===== config.mk =====
export PLATFORM = sky130hd
export DESIGN_NAME = serial_if_config
export DESIGN_NICKNAME = d
export VERILOG_FILES = /design/src/logic/serial_if_config.v
export VERILOG_INCLUDE_DIRS = /design/src /design/src/common
export SDC_FILE = /design/constraint.sdc
export NUM_CORES = 1
export LEC_CHECK = 0
export BUFFER_PORTS_ARGS = -buffer_cell sky130_fd_sc_hd__buf_2
export CAP_MARGIN = 30
export CORE_ASPECT_RATIO = 0.9
export CORE_MARGIN = 3
export CORE_UTILIZATION = 59
export CTS_CLUSTER_DIAMETER = 200
export DETAILED_ROUTE_END_ITERATION = 6
export PLACE_DENSITY = 0.95
export SLEW_MARGIN = 20
export SYNTH_ARGS = -nofsm -noshare
export SYNTH_HDL_FRONTEND = slang
export SYNTH_SLANG_ARGS = --single-unit

===== constraint.sdc =====
create_clock -name CLK -period 4.95 [get_ports CLK]
set_input_delay 0.495 -clock CLK [delete_from_list [all_inputs] [get_ports CLK]]
set_output_delay 0.495 -clock CLK [all_outputs]
set_load 0.01 [all_outputs]

===== src/common/serial_if_defines.vh =====
// constants for the two-wire serial configuration block
`ifndef SERIAL_IF_DEFINES_VH
`define SERIAL_IF_DEFINES_VH

// ----------------------------------------------------------------
// register indices (byte address is four times the index)
// ----------------------------------------------------------------
`define IDX_CTRL_TRANSFER_CLOCK 32'hfffff250
`define IDX_DATA 32'hfffff252
`define IDX_CTRL_MODE 32'hfffff253
`define IDX_CTRL_ENABLE 32'hfffff257

// ----------------------------------------------------------------
// field positions
// ----------------------------------------------------------------
`define EN_BIT 7
`define LEN_MSB 7
`define LEN_LSB 5
`define ACK_BIT 4
`define ONE_BIT 3
`define DIV_MSB 2
`define DIV_LSB 0
`define MODE_MSB 3
`define MODE_LSB 2
`define SWRST_MSB 1
`define SWRST_LSB 0
`define BUSY_BIT 7

// ----------------------------------------------------------------
// reset values and encodings
// ----------------------------------------------------------------
`define EN_RESET 1'h0
`define LEN_RESET 3'h0
`define ACK_RESET 1'h0
`define DIV_RESET 3'h1
`define MODE_RESET 2'h0
`define MODE_PORT 2'h0
`define MODE_SHIFT 2'h1
`define MODE_I2C 2'h2
`define SWRST_FIRST 2'h2
`define SWRST_SECOND 2'h1
`define DIV_RESERVED 3'h7
`define DIV_BASE_EXP 4'h5
`define DIV_OFFSET 12'h046

// ----------------------------------------------------------------
// timing
// ----------------------------------------------------------------
`define CLK_PERIOD_PS 4000
`define SWRST_TIME_NS 16
`define SWRST_CYCLES (((`SWRST_TIME_NS * 1000) + `CLK_PERIOD_PS - 1) / `CLK_PERIOD_PS)

`endif


===== src/logic/serial_if_config.v =====
// two-wire serial interface: configuration registers and bus engine
`timescale 1ns/1ps
`default_nettype none
`include "serial_if_defines.vh"

// What this block does
// - length code sets bits, plus ack clock
// - divider code sets scl half period
// - bit zero: divider write, reset monitor read
// - divider low bit resets one, zero in shift
module serial_if_config (
    input wire CLK,
    input wire RESETN,
    input wire HSEL,
    input wire [31:0] HADDR,
    input wire [1:0] HTRANS,
    input wire HWRITE,
    input wire [2:0] HSIZE,
    input wire [31:0] HWDATA,
    input wire HREADY,
    output wire HREADYOUT,
    output reg [31:0] HRDATA,
    output wire HRESP,
    input wire SCL_I,
    output wire SCL_O,
    output wire SCL_OE_N,
    input wire SDA_I,
    output wire SDA_O,
    output wire SDA_OE_N
);

    // ------------------------------------------------------------
    // local encodings
    // ------------------------------------------------------------
    localparam [2:0] ST_IDLE = 3'h0;
    localparam [2:0] ST_START = 3'h1;
    localparam [2:0] ST_LOW = 3'h2;
    localparam [2:0] ST_HIGH = 3'h3;
    localparam [2:0] ST_STOP_LOW = 3'h4;
    localparam [2:0] ST_STOP_HIGH = 3'h5;
    localparam integer SWRST_CYC = `SWRST_CYCLES;
    localparam [3:0] SWRST_COUNT = SWRST_CYC[3:0];

    // ------------------------------------------------------------
    // helper functions
    // ------------------------------------------------------------
    // byte address of a register index, upper index bits fall off
    function [31:0] reg_addr;
        input [31:0] idx;
        begin
            reg_addr = {idx[29:0], 2'h0};
        end
    endfunction

    // clocks per transfer: code 0 means eight data bits
    function [3:0] clocks_per_transfer;
        input [2:0] len;
        input ack;
        begin
            clocks_per_transfer = ((len == 3'h0) ? 4'h8 : {1'h0, len})
                + {3'h0, ack};
        end
    endfunction

    // scl half period in system clocks: 2^n + 70, n = code + 5, reserved code 7 taken as 6
    function [11:0] half_period;
        input [2:0] code;
        reg [2:0] c;
        begin
            c = (code == `DIV_RESERVED) ? 3'h6 : code;
            half_period = (12'h001 << ({1'h0, c} + `DIV_BASE_EXP))
                + `DIV_OFFSET;
        end
    endfunction

    // ------------------------------------------------------------
    // state
    // ------------------------------------------------------------
    reg enable_q; // block_enable
    reg [2:0] len_q; // transfer_length_sel
    reg ack_q; // acknowledge clock on
    reg [2:0] div_q; // scl_divider_sel, bit 0 is divider_low_bit
    reg [1:0] mode_q; // serial_ctrl_mode operating mode
    reg swrst_armed_q; // first half of reset key seen
    reg [3:0] swrst_cnt_q; // nonzero while soft reset runs
    reg [7:0] tx_q; // byte to send
    reg [7:0] rx_q; // byte received
    reg [2:0] state_q;
    reg [11:0] timer_q; // half period countdown
    reg [3:0] bit_q; // clocks done in this transfer
    reg scl_drive_q; // pulls scl low when set
    reg sda_drive_q; // pulls sda low when set
    reg scl_s1_q, scl_s2_q, sda_s1_q, sda_s2_q; // pin synchronisers
    reg wr_pend_q; // write data phase pending
    reg [31:0] wr_addr_q; // address of pending write

    wire busy = (state_q != ST_IDLE);
    wire swrst_busy = (swrst_cnt_q != 4'h0);
    wire [3:0] total = clocks_per_transfer(len_q, ack_q);
    wire addr_phase = HSEL && HREADY && HTRANS[1];
    wire wr_data = wr_pend_q;
    wire [7:0] wbyte = HWDATA[7:0];
    wire timer_done = (timer_q == 12'h000);

    // every access finishes with no wait state and an OKAY answer
    assign HREADYOUT = 1'h1;
    assign HRESP = 1'h0;

    // open drain: only ever drive low, enable is active low
    assign SCL_O = 1'h0;
    assign SDA_O = 1'h0;
    assign SCL_OE_N = ~scl_drive_q;
    assign SDA_OE_N = ~sda_drive_q;

    // ------------------------------------------------------------
    // pin synchronisers
    // ------------------------------------------------------------
    // two flops before anything looks at the bus lines
    always @(posedge CLK) begin
        if (!RESETN) begin
            scl_s1_q <= 1'h1;
            scl_s2_q <= 1'h1;
            sda_s1_q <= 1'h1;
            sda_s2_q <= 1'h1;
        end else begin
            scl_s1_q <= SCL_I;
            scl_s2_q <= scl_s1_q;
            sda_s1_q <= SDA_I;
            sda_s2_q <= sda_s1_q;
        end
    end

    // ------------------------------------------------------------
    // bus slave: address capture and read data
    // ------------------------------------------------------------
    // read data is registered at the address phase, so it stands
    // through the whole data phase
    always @(posedge CLK) begin
        if (!RESETN) begin
            wr_pend_q <= 1'h0;
            wr_addr_q <= 32'h00000000;
            HRDATA <= 32'h00000000;
        end else begin
            wr_pend_q <= addr_phase && HWRITE;
            if (addr_phase) begin
                wr_addr_q <= HADDR;
            end
            if (addr_phase && !HWRITE) begin
                if (HADDR == reg_addr(`IDX_CTRL_ENABLE)) begin
                    HRDATA <= {24'h000000, enable_q, 7'h00};
                end else if (HADDR == reg_addr(`IDX_CTRL_TRANSFER_CLOCK)) begin
                    HRDATA <= {24'h000000, len_q, ack_q, 1'h1,
                        div_q[2], 1'h0, ~swrst_busy};
                end else if (HADDR == reg_addr(`IDX_DATA)) begin
                    HRDATA <= {24'h000000, rx_q};
                end else if (HADDR == reg_addr(`IDX_CTRL_MODE)) begin
                    HRDATA <= {24'h000000, busy, 3'h0, mode_q, 2'h0};
                end else begin
                    // unmapped addresses read as zero
                    HRDATA <= 32'h00000000;
                end
            end
        end
    end

    // ------------------------------------------------------------
    // configuration registers
    // ------------------------------------------------------------
    // writes land in the data phase, one cycle after the address
    always @(posedge CLK) begin
        if (!RESETN) begin
            enable_q <= `EN_RESET;
            len_q <= `LEN_RESET;
            ack_q <= `ACK_RESET;
            div_q <= `DIV_RESET;
            mode_q <= `MODE_RESET;
            swrst_armed_q <= 1'h0;
            swrst_cnt_q <= 4'h0;
            tx_q <= 8'h00;
        end else begin
            if (swrst_busy) begin
                swrst_cnt_q <= swrst_cnt_q - 4'h1;
            end
            if (wr_data) begin
                if (wr_addr_q == reg_addr(`IDX_CTRL_ENABLE)) begin
                    enable_q <= wbyte[`EN_BIT];
                end else if (wr_addr_q ==
                    reg_addr(`IDX_CTRL_TRANSFER_CLOCK)) begin
                    len_q <= wbyte[`LEN_MSB:`LEN_LSB];
                    ack_q <= wbyte[`ACK_BIT];
                    div_q <= wbyte[`DIV_MSB:`DIV_LSB];
                end else if (wr_addr_q == reg_addr(`IDX_DATA)) begin
                    // a transfer in flight keeps its byte
                    if (!busy) begin
                        tx_q <= wbyte;
                    end
                end else if (wr_addr_q == reg_addr(`IDX_CTRL_MODE)) begin
                    mode_q <= wbyte[`MODE_MSB:`MODE_LSB];
                    if (wbyte[`MODE_MSB:`MODE_LSB] == `MODE_SHIFT) begin
                        div_q[0] <= 1'h0;
                    end
                    // reset key: 10 then 01 starts the soft reset
                    if (wbyte[`SWRST_MSB:`SWRST_LSB] == `SWRST_FIRST) begin
                        swrst_armed_q <= 1'h1;
                    end else if (wbyte[`SWRST_MSB:`SWRST_LSB] ==
                        `SWRST_SECOND && swrst_armed_q) begin
                        swrst_armed_q <= 1'h0;
                        swrst_cnt_q <= SWRST_COUNT;
                    end else begin
                        swrst_armed_q <= 1'h0;
                    end
                end
            end
        end
    end

    // ------------------------------------------------------------
    // transfer engine
    // ------------------------------------------------------------
    // a write to the data register starts one framed transfer when
    // the block is enabled in bus mode; soft reset or disabling the
    // block abandons the frame and releases both lines at once
    always @(posedge CLK) begin
        if (!RESETN) begin
            state_q <= ST_IDLE;
            timer_q <= 12'h000;
            bit_q <= 4'h0;
            rx_q <= 8'h00;
            scl_drive_q <= 1'h0;
            sda_drive_q <= 1'h0;
        end else if (swrst_busy || !enable_q || mode_q != `MODE_I2C) begin
            state_q <= ST_IDLE;
            scl_drive_q <= 1'h0;
            sda_drive_q <= 1'h0;
        end else begin
            if (!timer_done) begin
                timer_q <= timer_q - 12'h001;
            end
            case (state_q)
                ST_IDLE: begin
                    if (wr_data && wr_addr_q == reg_addr(`IDX_DATA)) begin
                        sda_drive_q <= 1'h1;
                        bit_q <= 4'h0;
                        timer_q <= half_period(div_q);
                        state_q <= ST_START;
                    end
                end
                ST_START: begin
                    if (timer_done) begin
                        scl_drive_q <= 1'h1;
                        timer_q <= half_period(div_q);
                        state_q <= ST_LOW;
                    end
                end
                ST_LOW: begin
                    // data bits msb first, ack clock leaves sda free
                    if (bit_q < clocks_per_transfer(len_q, 1'h0)) begin
                        sda_drive_q <= ~tx_q[3'h7 - bit_q[2:0]];
                    end else begin
                        sda_drive_q <= 1'h0;
                    end
                    if (timer_done) begin
                        scl_drive_q <= 1'h0;
                        timer_q <= half_period(div_q);
                        state_q <= ST_HIGH;
                    end
                end
                ST_HIGH: begin
                    // a slave holding scl low stretches the high phase
                    if (!scl_s2_q) begin
                        timer_q <= half_period(div_q);
                    end else if (timer_done) begin
                        if (bit_q < clocks_per_transfer(len_q, 1'h0)) begin
                            rx_q <= {rx_q[6:0], sda_s2_q};
                        end
                        scl_drive_q <= 1'h1;
                        timer_q <= half_period(div_q);
                        bit_q <= bit_q + 4'h1;
                        if (bit_q + 4'h1 == total) begin
                            state_q <= ST_STOP_LOW;
                        end else begin
                            state_q <= ST_LOW;
                        end
                    end
                end
                ST_STOP_LOW: begin
                    sda_drive_q <= 1'h1;
                    if (timer_done) begin
                        scl_drive_q <= 1'h0;
                        timer_q <= half_period(div_q);
                        state_q <= ST_STOP_HIGH;
                    end
                end
                ST_STOP_HIGH: begin
                    if (timer_done && scl_s2_q) begin
                        sda_drive_q <= 1'h0;
                        state_q <= ST_IDLE;
                    end
                end
                default: begin
                    state_q <= ST_IDLE;
                end
            endcase
        end
    end

endmodule // serial_if_config
`default_nettype wire


==> results of run 1 <==
## cell type report
type | instances | area [µm²] | share of cell area, %
well taps | 115 | 143.9 | 2.615
multi-input cells | 476 | 2859 | 51.97
inverters | 11 | 41.29 | 0.7505
repair buffers | 62 | 320.3 | 5.822
clock inverters | 6 | 67.56 | 1.228
clock buffers | 10 | 127.6 | 2.320
flip-flops and latches | 97 | 1942 | 35.30
## synthesized netlist by cell type, types with 3 or more instances
library cell    n
and3_1          6
nand4b_1        5
inv_1          11
nor2b_1        18
and4_1          3
or2_2           4
xnor2_1         6
nand3b_1        3
o21a_1          4
nor3_1         11
a22o_1          5
clkbuf_1       33
a21boi_0       47
nor4_1          8
nand3_1        18
o21ai_0        33
ha_1            9
nand2_1       114
and2_1          6
xor2_1          3
buf_4          28
nor2_1         30
mux2i_1        21
or4_1           3
nand2b_1        9
or3_1           9
a21oi_1        15
o31ai_1         3
a21o_1          4
dfxtp_1        97
nand4_1        13
## flip-flops by register name (all words and copies together), names as in the netlist, 2 cells and up
| signal | count |
|---|---|
| wr_addr_q | 32 |
| div_q | 3 |
| swrst_cnt_q | 4 |
| timer_q | 12 |
| tx_q | 8 |
| bit_q | 4 |
| len_q | 3 |
| mode_q | 2 |
| rx_q | 8 |
| state_q | 3 |
| HRDATA | 8 |
## power by group through the flow
stage	registers [mW]	logic, mW	clock network [mW]
global placement	0.833	0.148	0
global route	0.821	0.180	0.557
detailed placement	0.835	0.154	0
finish	0.817	0.156	0.518
floorplan	0.831	0.129	0
CTS	0.817	0.155	0.522
## worst paths after layout
path | start | end | slack (ns) | cells past startpoint
worst max-delay path | swrst_cnt_q[0]$_SDFF_PN0_ | rx_q[4]$_SDFFE_PN0P_ | 1.90 | 8
worst min-delay path | SCL_I | scl_s1_q$_SDFF_PN1_ | 0.31 | 2
worst max register to register | swrst_cnt_q[0]$_SDFF_PN0_ | rx_q[4]$_SDFFE_PN0P_ | 1.90 | 8
worst min register to register | scl_s1_q$_SDFF_PN1_ | scl_s2_q$_SDFF_PN1_ | 0.43 | 1
## per-layer routing
layer / vias to the layer above / part of all wire (%)
met5: - / 0
met4: 0 / 1.7
met3: 23 / 6.6
met2: 193 / 49
met1: 2181 / 42
li1: 2202 / -
## kinds of logic after synthesis
group                    after synthesis
AO/OA/AOI/OAI                        130
XOR/XNOR                               9
adder cells (fa/ha/maj)                9
buffers and inverters                 76
flip-flops                            97
multiplexers                          25
other                                  2
AND/OR/NAND/NOR                      275
## through the flow
stage	setup WS (ns)	area, µm²	utilization (%)	hold slack, ns
detailed placement	1.933	5300	64.46	0.4101
global route	1.734	5502	66.91	0.3159
finish	1.904	5502	66.91	0.3074
CTS	1.919	5495	66.83	0.3062
floorplan	2.349	5200	-	0.3863
global placement	2.030	5300	64.46	0.3936
==> metrics.txt, run 1 <==
CTS Hold Bufs=0; met1 Use GR=just under 30%; switching share of power=around a quarter; Total Power=1.491 mW; Crit path max-delay family=simple AND/OR/NAND/NOR gates; CTS root buf=clkbuf_8; first-pass GRT wire length=19,890 µm; main combinational cell family by area after synthesis=simple AND/OR/NAND/NOR gates; Post-Synth XOR/XNOR Area=around 1.5%; Cell Area, Synth=approximately 5100 µm²; P_leak=2.167 nW; placed insts=760; Clock Tree Buf Depth=2; TritonCTS buffer count=9; crit path DAT=around 3.3 ns; Clock Skews=between 0.006 and 0.007 ns; Worst EP required=~5.2 ns; vias in the first global route=around 4,300; top cell type by total area after synthesis=dfxtp_1; Comb power frac=between 10% and 20%; Adder-Cell Fraction of Synth Area=around 2.2%; Synth cell types=between 60 and 70; synth warn=0; Mapped Cells=623; DR WL/cell=approximately 16 µm; Die Y=94.23 µm; drt pass-1 iters=6; ys async rst share=0%; worst-path fanout max=15; FMAX=around 330 MHz; Port Buf Inserts=57; type of origin of the critical path=flop; CTS Sinks=between 90 and 100; crit share post-route=between 60% and 70%; post-CTS setup buffers=0; M2 GR Usage=a little over two fifths; clock group share of total power=between 30% and 40%; most frequent cells in the layout=114 x nand2_1, 97 x dfxtp_1, 58 x buf_2; vias per cell=5.919; Skew-Pair Late Insertion Delay=about 0.37 ns; Resized cells post-CTS=0; synth-to-layout area growth=7.823%; number of enable flip-flop cells after synthesis=0; top post-synthesis cells by area=dfxtp_1 38%, nand2_1 8.4%, a21boi_0 6.9%, buf_4 4.1%, mux2i_1 4.1%; most common cell after layout, fill and taps aside=nand2_1; total grt overflow=0; die area=9802 µm²; Cell Pwr Density=271.1 nW/µm²; # IOs=roughly 110; Sw Pwr=0.3912 mW; DR iter-0 viols=320; Starting Density=between 60% and 70%; Max-Cap Viols=0; Die X=around 100 µm; crit path cell chain=inv_1 > ha_1 > or3b_1 > or3_1 > or4_4 > nor2_4 > mux2i_1 > nor2b_1; part of the Yosys area used for sequential elements=between 30% and 40%; nets=roughly 740; syn_area_per_cell=8.190 µm²; multiplexer share of the synthesized area=about 5.4%; Reg power frac=a little over half; antenna violations before repair=0; Final GP Congestion=roughly 0.90; GR Layer Usage met3=roughly 5.3%; Setup TNS Final=0 ns; ratio of cells with drive above 1 in the final layout=between 10% and 20%; Finished Layout Cells=777; critical path class=flop to flop; Total GRT Usage=about a quarter; CP bufs+invs=1; via count=4,599; Hold Crit Class=input port to flop; Compound-Gate Fraction of Synth Area=between 10% and 20%; largest net degree at the start of global routing=between 60 and 70; # diodes=0; Worst setup EP type=flop; Worst VDD drop=~0.23 mV; slowest cell on the critical path=or4_4; worst-margin pin slew=0.8930 ns; Synth Area in Simple Gates=between 20 and 30%; Setup Viol. Count Final=0; synthesis-stage register bit count=97; post-synth top area share=between 30% and 40%; Final Hold Fails=0; CTS tree=built; main flop type after synthesis=dfxtp_1; Post-DP HPWL=approximately 8700 µm; Core ar.=roughly 8200 µm²; max incr delay on CP=0.67 ns; worst rel slew slack=39.63%; unrepaired setup endpoints after global routing=false; fin crit period=about 3 ns; busiest grt layer=met2; Fillers=approximately 670; internal power=approximately 1.1 mW; outcome=complete, no violations; H-tree levels=3; FP Rows=31; drt drc=0; Post-Route WL=about 12,000 µm; Slew Viols, Final=0; Clock transition at path regs=around 0.090 ns; Post-DRT Antenna Nets=0
Note: power is estimated with default switching activity, not from simulation.
==> inputs of run 2 (changes only) <==
- CORE_UTILIZATION: 59 -> 55
- PLACE_DENSITY: 0.95 -> 0.92
- clock period: 4.95 -> 3.2 ns (I/O delays scaled with it)
==> run 2 against run 1 <==
Effect of this change:
- hold slack got worse by 0.18 ns
- total power rose by 57%
- final cell count rose by 0.77%
- critical path depth did not move
- global-route usage fell by 1.6 points
- critical path type unchanged
- critical endpoint unchanged
- highest routed layer unchanged
==> metrics.txt, run 2 (synthesis gave the netlist of run 1 again) <==
dpl ws=0.4653 ns (was 1.933 ns); # diodes=0 (unchanged); drt drc=0 (unchanged); met2 WL post-DR=5933 µm (was 5950 µm); crit path DAT=3.04 ns (was 3.31 ns); Fillers=727 (was 668); outcome=complete, no violations (unchanged); crit path cell chain=inv_1 > ha_1 > or3b_1 > or3_1 > or4_4 > nor2_4 > mux2i_1 > nor2b_1 (unchanged); max incr delay on CP=0.59 ns (was 0.67 ns); CTS root buf=clkbuf_8 (unchanged); Max-Cap Viols=0 (unchanged); Final Hold Fails=0 (unchanged); Clock Tree Buf Depth=2 (unchanged); slowest cell on the critical path=or4_4 (unchanged); Die X=107.5 µm (was 104.0 µm); Worst VDD drop=0.2730 mV (was 0.2270 mV); Port Buf Inserts=57 (unchanged); type of origin of the critical path=flop (unchanged); worst-margin pin slew=0.8870 ns (was 0.8930 ns); FMAX=360.2 MHz (was 328.3 MHz); max layer used=met4 (unchanged); Starting Density=57.93% (was 62.05%); worst rel slew slack=40.03% (was 39.63%); Biggest register=wr_addr_q (unchanged); routed wl met3=1023 µm (was 792 µm); CTS Hold Bufs=0 (unchanged); Die Y=97.38 µm (was 94.23 µm); H-tree levels=3 (unchanged); wl on met1=5026 µm (was 5117 µm); worst setup margin=0.4239 ns (was 1.904 ns); largest net degree at the start of global routing=40 (was 64); Setup TNS Final=0 ns (unchanged); Total GRT Usage=22.99% (was 24.63%); Resized cells post-CTS=0 (unchanged); Slew Viols, Final=0 (unchanged); DR WL/cell=15.53 µm (about the same); Setup Viol. Count Final=0 (unchanged); fin crit period=2.776 ns (was 3.046 ns); Final GP Congestion=0.8402 (was 0.9041); vias in the first global route=4,376 (was 4,292); Core ar.=8808 µm² (was 8223 µm²); total grt overflow=0 (unchanged); Clock transition at path regs=0.10 ns (was 0.09 ns); CTS tree=built (unchanged); FP Rows=32 (was 31); Post-DP HPWL=8728 µm (was 8699 µm); Skew-Pair Late Insertion Delay=0.37 ns (about the same); drt pass-1 iters=7 (was 6); crit share post-route=86.75% (was 61.54%); antenna violations before repair=0 (unchanged); Post-Route WL=12,160 µm (was 12,070 µm); via count=4,590 (was 4,599); Worst EP required=3.47 ns (was 5.21 ns); post-CTS setup buffers=0 (unchanged); P_leak=2.183 nW (was 2.167 nW); synth-to-layout area growth=8.460% (was 7.823%); Post-DRT Antenna Nets=0 (unchanged); nets=744 (was 742); ratio of cells with drive above 1 in the final layout=14.16% (was 13.90%); CTS Sinks=97 (unchanged); Clock Skews=0.006902 ns (was 0.006395 ns); vias per cell=5.862 (was 5.919); Largest register FFs=32 (unchanged); die area=10,470 µm² (was 9802 µm²); critical path class=flop to flop (unchanged); worst-path fanout max=11 (was 15); unrepaired setup endpoints after global routing=false (unchanged); Worst setup EP type=flop (unchanged); TritonCTS buffer count=9 (unchanged); # IOs=114 (unchanged); Hold Crit Class=input port to flop (unchanged); Reg2Reg Setup Slack=0.42 ns (was 1.90 ns); DR iter-0 viols=321 (was 320); most frequent cells in the layout=114 x nand2_1, 97 x dfxtp_1, 57 x buf_2 (was 114 x nand2_1, 97 x dfxtp_1, 58 x buf_2); first-pass GRT wire length=20,040 µm (was 19,890 µm); Regs by FF count=wr_addr_q x32, timer_q x12 (unchanged); most common cell after layout, fill and taps aside=nand2_1 (unchanged); Cell Pwr Density=423.9 nW/µm² (was 271.1 nW/µm²)
==> run 2: changes by cell type in the layout (fill, tap and decap cells not counted), sizes merged <==
cell,change
clkinvlp,-1
buf,+2
clkbuf,+1
==> run 2: per-layer routing <==
layer | up-vias | GRT usage, %
li1 | 2201 | -
met4 | 0 | 7.864
met3 | 23 | 6.379
met5 | - | 0
met2 | 207 | 37.67
met1 | 2159 | 28.99
==> run 2: layout make-up <==
class / instances / area, µm² / area share (%)
clock buffer: 11 / 141.4 / 2.555
clock inverter: 5 / 63.81 / 1.153
inverter: 11 / 41.29 / 0.7461
multi-input combinational: 476 / 2859 / 51.66
sequential: 97 / 1942 / 35.09
tap: 119 / 148.9 / 2.690
timing repair buffer: 64 / 337.8 / 6.104
==> run 2: worst paths after layout <==
| check | from | endpoint | cells after the start |
|---|---|---|---|
| worst min-delay path | SDA_I | sda_s1_q$_SDFF_PN1_ | 2 |
| worst max-delay path | swrst_cnt_q[0]$_SDFF_PN0_ | rx_q[4]$_SDFFE_PN0P_ | 8 |
| worst max register to register | swrst_cnt_q[0]$_SDFF_PN0_ | rx_q[4]$_SDFFE_PN0P_ | 8 |
| worst min register to register | scl_s1_q$_SDFF_PN1_ | scl_s2_q$_SDFF_PN1_ | 1 |
==> run 2: critical path, delay by kind of cell, from the launching register on <==
| family | cells | cell delay, ns |
|---|---|---|
| and+or+nand+nor | 5 | 1.82 |
| DFF | 1 | 0.34 |
| muxes | 1 | 0.24 |
| adders and majority gates | 1 | 0.20 |
| buffers and inverters | 1 | 0.08 |
==> run 2: per-stage QoR <==
stage	std cells	power [mW]	hold WS (ns)	cell area (µm²)	utilization, %
6_report	783	2.346	0.1281	5534	62.83
5_1_grt	783	2.437	0.1127	5534	62.83
4_1_cts	783	2.349	0.1244	5533	62.81
3_5_place_dp	767	1.533	0.3999	5328	60.48
3_3_place_gp	767	1.518	0.3915	5328	60.48
2_1_floorplan	649	1.485	0.3863	5200	-
==> run 2: power by group <==
group	switching, mW	internal [mW]	leakage [nW]
clock	0.449	0.389	0.100
combinational	0.146	0.0964	1.30
sequential	0.0231	1.24	0.785
total	0.618	1.73	2.18
